File: src/logic/wdog_pkg.sv
// constants, field layout and state codes of the board watchdog
// assumes a 25 MHz core clock and byte-wide i/o register cycles
`default_nettype none
package wdog_pkg;

  // ----------------------------------------
  // register addresses in i/o space
  // ----------------------------------------
  localparam int          IO_AW      = 16;
  localparam logic [15:0] ADDR_UNIT  = 16'h0565;
  localparam logic [15:0] ADDR_VALUE = 16'h0566;
  localparam logic [15:0] ADDR_CFG   = 16'h0567;
  localparam logic [15:0] ADDR_CTRL  = 16'h0568;

  // ----------------------------------------
  // field positions and writable masks
  // ----------------------------------------
  localparam int         UNIT_SEC_BIT   = 7;
  localparam int         CFG_KBD_BIT    = 1;
  localparam int         CFG_MOUSE_BIT  = 2;
  localparam int         CTRL_DONE_BIT  = 0;
  localparam int         CTRL_FORCE_BIT = 2;
  localparam int         CTRL_KEY_BIT   = 3;
  localparam logic [7:0] UNIT_WR_MASK   = 8'h80;
  localparam logic [7:0] CFG_WR_MASK    = 8'h06;
  localparam logic [7:0] CTRL_WR_MASK   = 8'h08;

  // ----------------------------------------
  // reset values
  // ----------------------------------------
  localparam logic [7:0] RST_UNIT  = 8'h00;
  localparam logic [7:0] RST_VALUE = 8'h00;
  localparam logic [7:0] RST_CFG   = 8'h00;
  localparam logic [7:0] RST_CTRL  = 8'h00;
  localparam logic [7:0] VALUE_OFF = 8'h00;
  localparam logic [7:0] VALUE_ONE = 8'h01;
  localparam logic [7:0] RD_NONE   = 8'h00;

  // ----------------------------------------
  // timing
  // ----------------------------------------
  localparam int CLK_PERIOD_NS = 40;
  localparam int UNIT_SEC_NS   = 1000000000;
  localparam int SEC_CYCLES    = UNIT_SEC_NS / CLK_PERIOD_NS;
  localparam int SECS_PER_MIN  = 60;

  // ----------------------------------------
  // external event lines
  // ----------------------------------------
  localparam int EXT_N     = 3;
  localparam int EXT_KBD   = 0;
  localparam int EXT_MOUSE = 1;
  localparam int EXT_KEY   = 2;

  typedef enum logic [2:0] {
    ST_OFF   = 3'b001,
    ST_COUNT = 3'b010,
    ST_DONE  = 3'b100
  } wd_state_t;

  function automatic logic addr_hit(input logic [IO_AW-1:0] a, input logic [IO_AW-1:0] t);
    addr_hit = (a == t);
  endfunction

endpackage
`default_nettype wire

File: src/logic/tick_if.sv
// time base link between watchdog core and its unit tick generator
// assumes both ends share one clock
`timescale 1ns/1ns
`default_nettype none
interface tick_if;
  logic restart;
  logic seconds_mode;
  logic unit_tick;

  modport gen  (input restart, input seconds_mode, output unit_tick);
  modport core (output restart, output seconds_mode, input unit_tick);
endinterface
`default_nettype wire

File: src/logic/ext_sync.sv
// three-stage synchroniser with agreement filter and rising-edge pulse
// assumes inputs are asynchronous pins
`timescale 1ns/1ns
`default_nettype none
module ext_sync #(
  parameter int W = 3
) (
  input  wire logic         clk_i,
  input  wire logic         rst_i,
  input  wire logic [W-1:0] async_i,
  output logic      [W-1:0] level_o,
  output logic      [W-1:0] rise_o
);
  logic [W-1:0] s1_r;
  logic [W-1:0] s2_r;
  logic [W-1:0] s3_r;
  logic [W-1:0] lvl_r;
  logic [W-1:0] lvl_nxt;

  // a change counts only once stages two and three agree
  assign lvl_nxt = (s2_r & s3_r) | (lvl_r & (s2_r | s3_r));

  always_ff @(posedge clk_i) begin
    if (rst_i) begin
      s1_r  <= '0;
      s2_r  <= '0;
      s3_r  <= '0;
      lvl_r <= '0;
    end else begin
      s1_r  <= async_i;
      s2_r  <= s1_r;
      s3_r  <= s2_r;
      lvl_r <= lvl_nxt;
    end
  end

  assign level_o = lvl_r;
  assign rise_o  = lvl_nxt & ~lvl_r;
endmodule
`default_nettype wire

File: src/logic/unit_tick_gen.sv
// one-cycle pulse per elapsed second or minute
// assumes restart is held while the watchdog is not counting
`timescale 1ns/1ns
`default_nettype none
module unit_tick_gen
  import wdog_pkg::*;
#(
  parameter int SEC_CYC = SEC_CYCLES,
  parameter int MIN_SEC = SECS_PER_MIN
) (
  input  wire logic clk_i,
  input  wire logic rst_i,
  tick_if.gen       tk
);
  localparam int CW = $clog2(SEC_CYC + 1);
  localparam int MW = $clog2(MIN_SEC + 1);
  localparam logic [CW-1:0] CYC_LAST = CW'(SEC_CYC - 1);
  localparam logic [MW-1:0] SEC_LAST = MW'(MIN_SEC - 1);

  logic [CW-1:0] cyc_r;
  logic [MW-1:0] sec_r;
  logic          sec_wrap;
  logic          min_wrap;
  logic          tick_r;

  assign sec_wrap = (cyc_r == CYC_LAST);
  assign min_wrap = sec_wrap && (sec_r == SEC_LAST);

  // restart drops the partial unit so a reload always gets the full time
  always_ff @(posedge clk_i) begin
    if (rst_i || tk.restart) begin
      cyc_r  <= '0;
      sec_r  <= '0;
      tick_r <= 1'b0;
    end else begin
      cyc_r  <= sec_wrap ? '0 : cyc_r + CW'(1);
      sec_r  <= min_wrap ? '0 : (sec_wrap ? sec_r + MW'(1) : sec_r);
      tick_r <= tk.seconds_mode ? sec_wrap : min_wrap;
    end
  end

  assign tk.unit_tick = tick_r;
endmodule
`default_nettype wire

File: src/logic/programmable_board_watchdog.sv
// second watchdog: four byte registers in i/o space, unit time base,
// restart by keyboard or mouse interrupt, forced trigger by write or key
// assumes single-cycle synchronous i/o strobes on MCLK_I
//
// Notes on behaviour
// four byte registers at 565h through 568h
// unit bit 7: zero minutes, one seconds
// timeout value counts selected units, 1..255
// value zero disables counting and triggering
// config bit 1 lets keyboard interrupt restart
// config bit 2 lets mouse interrupt restart
// control bit 0 reads one when expired
// writing control bit 2 triggers at once
// control bit 3 lets key press trigger
// software keeps reserved and config[7:4] zero
// expiry sets status and drives trigger output
// nonzero value write loads and starts countdown
`timescale 1ns/1ns
`default_nettype none
module programmable_board_watchdog
  import wdog_pkg::*;
#(
  parameter int SEC_CYC = SEC_CYCLES,
  parameter int MIN_SEC = SECS_PER_MIN
) (
  // clock and reset
  input  wire logic             MCLK_I,
  input  wire logic             RESET_I,
  // i/o register cycles
  input  wire logic [IO_AW-1:0] IO_ADDR_I,
  input  wire logic [7:0]       IO_WDATA_I,
  input  wire logic             IO_WR_I,
  input  wire logic             IO_RD_I,
  output logic      [7:0]       IO_RDATA_O,
  // event pins
  input  wire logic             KBD_IRQ_I,
  input  wire logic             MOUSE_IRQ_I,
  input  wire logic             KEY_PRESS_I,
  // status outputs
  output logic                  WDOG_TRIGGER_O,
  output logic                  WDOG_RUNNING_O
);

  // ----------------------------------------
  // declarations
  // ----------------------------------------
  tick_if tk ();

  logic [7:0]      unit_r;
  logic [7:0]      value_r;
  logic [7:0]      cfg_r;
  logic [7:0]      ctrl_r;
  logic [7:0]      remain_r;
  logic [7:0]      remain_nxt;
  logic [7:0]      rdata_r;
  logic [7:0]      rdata_nxt;
  logic            trig_r;
  logic            run_r;
  wd_state_t       state_r;
  wd_state_t       state_nxt;
  logic [7:0]      unit_nxt;
  logic [7:0]      value_nxt;
  logic [7:0]      cfg_nxt;
  logic [7:0]      ctrl_nxt;
  logic            trig_nxt;
  logic            run_nxt;

  logic [EXT_N-1:0] ext_async;
  logic [EXT_N-1:0] ext_rise;

  logic            hit_unit;
  logic            hit_value;
  logic            hit_cfg;
  logic            hit_ctrl;
  logic            wr_unit;
  logic            wr_value;
  logic            wr_cfg;
  logic            wr_ctrl;
  logic            wr_start;
  logic            wr_stop;
  logic            counting;
  logic            force_evt;
  logic            key_evt;
  logic            kbd_restart;
  logic            mouse_restart;
  logic            restart_evt;
  logic            last_unit;
  logic            expire_evt;

  // ----------------------------------------
  // pin synchronisers and time base
  // ----------------------------------------
  assign ext_async[EXT_KBD]   = KBD_IRQ_I;
  assign ext_async[EXT_MOUSE] = MOUSE_IRQ_I;
  assign ext_async[EXT_KEY]   = KEY_PRESS_I;

  ext_sync #(
    .W (EXT_N)
  ) u_sync (
    .clk_i   (MCLK_I),
    .rst_i   (RESET_I),
    .async_i (ext_async),
    .level_o (),
    .rise_o  (ext_rise)
  );

  unit_tick_gen #(
    .SEC_CYC (SEC_CYC),
    .MIN_SEC (MIN_SEC)
  ) u_tick (
    .clk_i (MCLK_I),
    .rst_i (RESET_I),
    .tk    (tk.gen)
  );

  // ----------------------------------------
  // address decode
  // ----------------------------------------
  assign hit_unit  = addr_hit(IO_ADDR_I, ADDR_UNIT);
  assign hit_value = addr_hit(IO_ADDR_I, ADDR_VALUE);
  assign hit_cfg   = addr_hit(IO_ADDR_I, ADDR_CFG);
  assign hit_ctrl  = addr_hit(IO_ADDR_I, ADDR_CTRL);

  assign wr_unit  = IO_WR_I && hit_unit;
  assign wr_value = IO_WR_I && hit_value;
  assign wr_cfg   = IO_WR_I && hit_cfg;
  assign wr_ctrl  = IO_WR_I && hit_ctrl;

  assign wr_start = wr_value && (IO_WDATA_I != VALUE_OFF);
  assign wr_stop  = wr_value && (IO_WDATA_I == VALUE_OFF);

  // ----------------------------------------
  // event qualification
  // ----------------------------------------
  // nothing fires while disabled or already expired
  assign counting = (state_r == ST_COUNT);

  assign force_evt = wr_ctrl && IO_WDATA_I[CTRL_FORCE_BIT];
  assign key_evt   = ext_rise[EXT_KEY] && ctrl_r[CTRL_KEY_BIT];

  assign kbd_restart   = ext_rise[EXT_KBD] && cfg_r[CFG_KBD_BIT];
  assign mouse_restart = ext_rise[EXT_MOUSE] && cfg_r[CFG_MOUSE_BIT];
  assign restart_evt   = counting && (kbd_restart || mouse_restart);

  assign last_unit  = tk.unit_tick && (remain_r == VALUE_ONE);
  // the trigger wins over a reload in the same cycle so it is never lost
  assign expire_evt = counting && (force_evt || key_evt || last_unit);

  // ----------------------------------------
  // state machine
  // ----------------------------------------
  always_comb begin
    state_nxt = state_r;
    case (state_r)
      ST_OFF: begin
        if (wr_start) begin
          state_nxt = ST_COUNT;
        end
      end
      ST_COUNT: begin
        if (expire_evt) begin
          state_nxt = ST_DONE;
        end else if (wr_stop) begin
          state_nxt = ST_OFF;
        end
      end
      ST_DONE: begin
        if (wr_start) begin
          state_nxt = ST_COUNT;
        end else if (wr_stop) begin
          state_nxt = ST_OFF;
        end
      end
      default: begin
        state_nxt = ST_OFF;
      end
    endcase
  end

  // ----------------------------------------
  // remaining units
  // ----------------------------------------
  always_comb begin
    remain_nxt = remain_r;
    if (expire_evt) begin
      remain_nxt = VALUE_OFF;
    end else if (wr_start) begin
      remain_nxt = IO_WDATA_I;
    end else if (restart_evt) begin
      remain_nxt = value_r; // see R5
    end else if (counting && tk.unit_tick) begin
      remain_nxt = remain_r - VALUE_ONE;
    end
  end

  // partial unit is discarded on every (re)start and while idle
  assign tk.restart      = wr_start || restart_evt || !counting;
  assign tk.seconds_mode = unit_r[UNIT_SEC_BIT];

  // ----------------------------------------
  // read mux
  // ----------------------------------------
  // reserved bits read as zero; force bit is write-only
  assign rdata_nxt = !IO_RD_I  ? rdata_r :
                     hit_unit  ? (unit_r & UNIT_WR_MASK) :
                     hit_value ? value_r :
                     hit_cfg   ? (cfg_r & CFG_WR_MASK) :
                     hit_ctrl  ? ((ctrl_r & CTRL_WR_MASK) | {7'h00, trig_r}) :
                                 RD_NONE;

  // ----------------------------------------
  // configuration registers
  // ----------------------------------------
  // upper config bits are not stored, so a stray write there does no harm
  // one flop per block keeps every reset value beside its register
  assign unit_nxt  = wr_unit  ? (IO_WDATA_I & UNIT_WR_MASK) : unit_r;
  assign value_nxt = wr_value ? IO_WDATA_I : value_r;
  assign cfg_nxt   = wr_cfg   ? (IO_WDATA_I & CFG_WR_MASK) : cfg_r;   // see R5 see R6
  assign ctrl_nxt  = wr_ctrl  ? (IO_WDATA_I & CTRL_WR_MASK) : ctrl_r;

  always_ff @(posedge MCLK_I) begin
    if (RESET_I) begin
      unit_r <= RST_UNIT;
    end else begin
      unit_r <= unit_nxt;
    end
  end

  always_ff @(posedge MCLK_I) begin
    if (RESET_I) begin
      value_r <= RST_VALUE;
    end else begin
      value_r <= value_nxt;
    end
  end

  always_ff @(posedge MCLK_I) begin
    if (RESET_I) begin
      cfg_r <= RST_CFG;
    end else begin
      cfg_r <= cfg_nxt;
    end
  end

  always_ff @(posedge MCLK_I) begin
    if (RESET_I) begin
      ctrl_r <= RST_CTRL;
    end else begin
      ctrl_r <= ctrl_nxt;
    end
  end

  // ----------------------------------------
  // countdown state and outputs
  // ----------------------------------------
  // flags follow the next state so they never lag the state register
  assign trig_nxt = (state_nxt == ST_DONE);  // see R7
  assign run_nxt  = (state_nxt == ST_COUNT);

  always_ff @(posedge MCLK_I) begin
    if (RESET_I) begin
      state_r <= ST_OFF;
    end else begin
      state_r <= state_nxt;
    end
  end

  always_ff @(posedge MCLK_I) begin
    if (RESET_I) begin
      remain_r <= RST_VALUE;
    end else begin
      remain_r <= remain_nxt;
    end
  end

  // read data is held between reads so the host may sample it late
  always_ff @(posedge MCLK_I) begin
    if (RESET_I) begin
      rdata_r <= RD_NONE;
    end else begin
      rdata_r <= rdata_nxt;
    end
  end

  always_ff @(posedge MCLK_I) begin
    if (RESET_I) begin
      trig_r <= 1'b0;
    end else begin
      trig_r <= trig_nxt;
    end
  end

  always_ff @(posedge MCLK_I) begin
    if (RESET_I) begin
      run_r <= 1'b0;
    end else begin
      run_r <= run_nxt;
    end
  end

  assign IO_RDATA_O     = rdata_r;
  assign WDOG_TRIGGER_O = trig_r;
  assign WDOG_RUNNING_O = run_r;

endmodule
`default_nettype wire

File: config.mk
export PLATFORM = sky130hd
export DESIGN_NAME = programmable_board_watchdog
export DESIGN_NICKNAME = d
export VERILOG_FILES = /design/src/logic/wdog_pkg.sv /design/src/logic/tick_if.sv /design/src/logic/ext_sync.sv /design/src/logic/unit_tick_gen.sv /design/src/logic/programmable_board_watchdog.sv
export SDC_FILE = /design/constraint.sdc
export NUM_CORES = 1
export LEC_CHECK = 0
export BUFFER_PORTS_ARGS = -buffer_cell sky130_fd_sc_hd__buf_2
export CORE_MARGIN = 4
export CORE_UTILIZATION = 62
export DETAILED_ROUTE_END_ITERATION = 12
export GPL_TIMING_DRIVEN = 0
export PLACE_DENSITY = 0.88
export SYNTH_ARGS = -nofsm -noshare
export SYNTH_HDL_FRONTEND = slang
export SYNTH_SLANG_ARGS = --single-unit
File: constraint.sdc
create_clock -name MCLK_I -period 4 [get_ports MCLK_I]
set_input_delay 0.4 -clock MCLK_I [delete_from_list [all_inputs] [get_ports MCLK_I]]
set_output_delay 0.4 -clock MCLK_I [all_outputs]
set_load 0.05 [all_outputs]
==> results by group <==
Pwr
  – Peak supply drop: 0.000322 V
  – Comb pwr share: 3.2%
  – Switching Share: 22.6%
  – Internal: 1.14 mW
  – Sequential power share: 52.3%
  – Power per cell area: 361 mW/mm^2
  – Leakage: 1.50 nW
  – Clock power share: 44.5%
  – Switch Pwr: 0.333 mW

Routing
  – Avg WL per Cell: 16.9 um
  – Final routed DRC violation total: 0
  – Met2 wire length: 4.36 mm
  – DRT iter0 DRCs: 417
  – Final wirelength: 9.15 mm
  – DRT antenna net count: 0
  – Drt pass-1 iters: 9
  – Post-Route M1 WL: 3.76 mm
  – Metal3 WL: 699 um
  – Via/cell ratio: 6.15
  – Vias: 3,334
  – Top sig layer: met4

Hold path
  – Cell count of the worst hold path: 2
  – Worst hold path type: in2reg

Job
  – Total of max-cap violations: 0

CTS
  – PostCTS Resize Cnt: 0
  – Clock sink count: 77
  – Clock latency at the later pin of the worst-skew pair: 360 ps
  – Buffer depth of the longest clock path: 2
  – H-tree Lvls: 3
  – Num CTS Buffers: 9
  – TritonCTS clock tree: yes
  – Clock slew at reported path FFs: 80 ps
  – CTS root buffer: clkbuf_8
  – Hold-fix buffers, CTS: 0
  – Postcts setup bufs: 0

Global route
  – Tot GR Track Use: 26.4%
  – Vias in the first global route: 3,261
  – Initial antenna violation count: 0
  – Gr ovfl total: 0
  – Largest net degree at the start of global routing: 15
  – First-pass GRT wire length: 15.0 mm

Yosys
  – Cell count after synthesis: 414
  – Synthesized area: 0.00358 sq mm
  – Syn nets: 449
  – Most common cell in the netlist: dfxtp_1
  – Register area share after synthesis: 43.0%
  – Dominant cell type by area after synthesis: dfxtp_1
  – Synth async-reset ratio: 0%
  – Top cell type's share of synthesized area: 43.0%
  – Top post-synthesis cells by area: dfxtp_1, nor2_1, nand2_1
  – Ys Warns: 0
  – Yosys cell types: 56
  – Number of synthesized flops with an enable pin: 0
  – Syn_area_per_cell: 8.65 sq um
  – Yosys reg bits: 77
  – Synth Flop Type: dfxtp_1
  – Commonest cells post-synth: dfxtp_1, nor2_1, nand2_1, a21oi_1, xnor2_1

Worst setup path
  – CP most frequent cell: o31ai_1
  – Worst setup EP type: flop
  – CP Class: reg2reg
  – FF-to-FF path depth: 5
  – Startpoint types: flop
  – CP max stage delay: 630 ps
  – Sequence of cells on the critical path: nor3b_1, o31ai_1, o31ai_1, o221ai_1, o211a_1
  – CP max FO: 8
  – Worst EP arrival: 2700 ps
  – Worst EP required: 4250 ps
  – Slowest cell on crit path: nor3b_1

Floorplanning
  – Io pins: 41
  – DIE HEIGHT: 84 um
  – Row cnt: 27
  – Core area: 0.00554 sq mm
  – Die Area: 0.00706 sq mm
  – Die width: 84 um
  – Initial cell density of the core: 64.6%

Place
  – Port-buffer cells: 40
  – Dpl hpwl: 6.63 mm
  – RePlAce Congestion: 0.922
  – DP Area: 0.00387 sq mm
  – Pre-CTS WS: 1350 ps

Timing
  – Slew Limit Headroom: 31.0%
  – Period utilization: 61.1%
  – Max Fclk: 409 MHz
  – Endpoints failing setup: 0
  – Final hold slack: 253 ps
  – PnR worst setup slack: 1560 ps
  – Slew @ Worst Pin: 1030 ps
  – Final slew viol count: 0
  – Worst clock skew: 12.4 ps
  – RSZ-0062 raised after global routing: false
  – Setup TNS: 0 ps
  – Fin crit period: 2440 ps
  – Hold Fails Final Rpt: 0

Layout
  – Antenna Cells: 0
  – Share of layout cells above drive strength 1: 15.3%
  – Final #Nets: 500
  – Area growth from synthesis to layout: 14.3%
  – Cell area after layout: 0.00409 sq mm
  – Final design utilization: 73.9%

Outcome
  – Status: complete, no violations
## power by group through the flow
stage          Sequential (mW)  Clock, mW  Combinational (mW)
2_1_floorplan            0.791          0              0.0169
3_3_place_gp             0.790          0              0.0436
3_5_place_dp             0.790          0              0.0449
4_1_cts                  0.772      0.660              0.0455
5_1_grt                  0.773      0.696              0.0499
6_report                 0.772      0.657              0.0469
## layer usage
| layer | global-route usage (%) | vias to the layer above |
|---|---|---|
| met2 | 41.9 | 156 |
| met3 | 6.81 | 39 |
| met5 | 0 | - |
| met4 | 14.8 | 0 |
| li1 | - | 1587 |
| met1 | 32.4 | 1552 |
## path summary, 6_finish.rpt
check / start / endpoint / slack [ps]
setup / recovery: state_r[1] / remain_r[2] / 1560
hold / removal: MOUSE_IRQ_I / u_sync.s1_r[1] / 250
setup reg to reg: state_r[1] / remain_r[2] / 1560
hold reg to reg: u_sync.s1_r[0] / u_sync.s2_r[0] / 450
## cell usage in the layout, fill, tap and decap left out, drive strengths merged, types with 6 or more instances in the layout
master,Yosys,layout
xor2,13,13
nand3,11,11
a22oi,6,6
inv,11,12
nand2,49,49
nor2b,14,14
o21ai,10,10
a21oi,20,20
buf,4,44
and4,8,8
nor2,56,56
dfxtp,77,77
clkbuf,9,18
mux2i,7,7
nand4,9,9
a211oi,6,6
xnor2,17,17
nor3,10,10
## worst max-delay path, delay by kind of cell (launching register included)
family,cells,cell delay (ps)
AO/OA/AOI/OAI,4,1300
flip-flops,1,420
AND/OR/NAND/NOR,1,630
## per-stage QoR
| step | total power [mW] | cells |
|---|---|---|
| floorplan | 0.808 | 414 |
| global placement | 0.833 | 526 |
| detailed placement | 0.835 | 526 |
| CTS | 1.48 | 542 |
| global route | 1.52 | 542 |
| finish | 1.48 | 542 |
## registers in the layout (all words and copies together), names as in the netlist
register	flops
u_tick.cyc_r	25
IO_RDATA_O	8
remain_r	8
value_r	8
u_tick.sec_r	6
state_r	3
u_sync.level_o	3
u_sync.s1_r	3
u_sync.s2_r	3
u_sync.s3_r	3
cfg_r	2
WDOG_RUNNING_O	1
WDOG_TRIGGER_O	1
ctrl_r	1
u_tick.tk.unit_tick	1
unit_r	1
## kinds of logic after synthesis
family	share of synthesized area, %
AOI/OAI and AO/OA	13.7
adders and majority gates	1.40
DFF	43.0
buffers and inverters	2.76
and+or+nand+nor	29.5
muxes	2.27
xor gates and xnor gates	7.34
## final cells by class
type                            count  area [sq um]
Tap cell                           72          90.1
Timing Repair Buffer               40           200
Inverter                           12          45.0
Fill cell                         427          1450
Clock buffer                        9           124
Buffer                             13          53.8
Multi-Input combinational cell    312          1940
Clock inverter                      7          98.8
Sequential cell                    77          1540
Note: power is estimated with default switching activity, not from simulation.
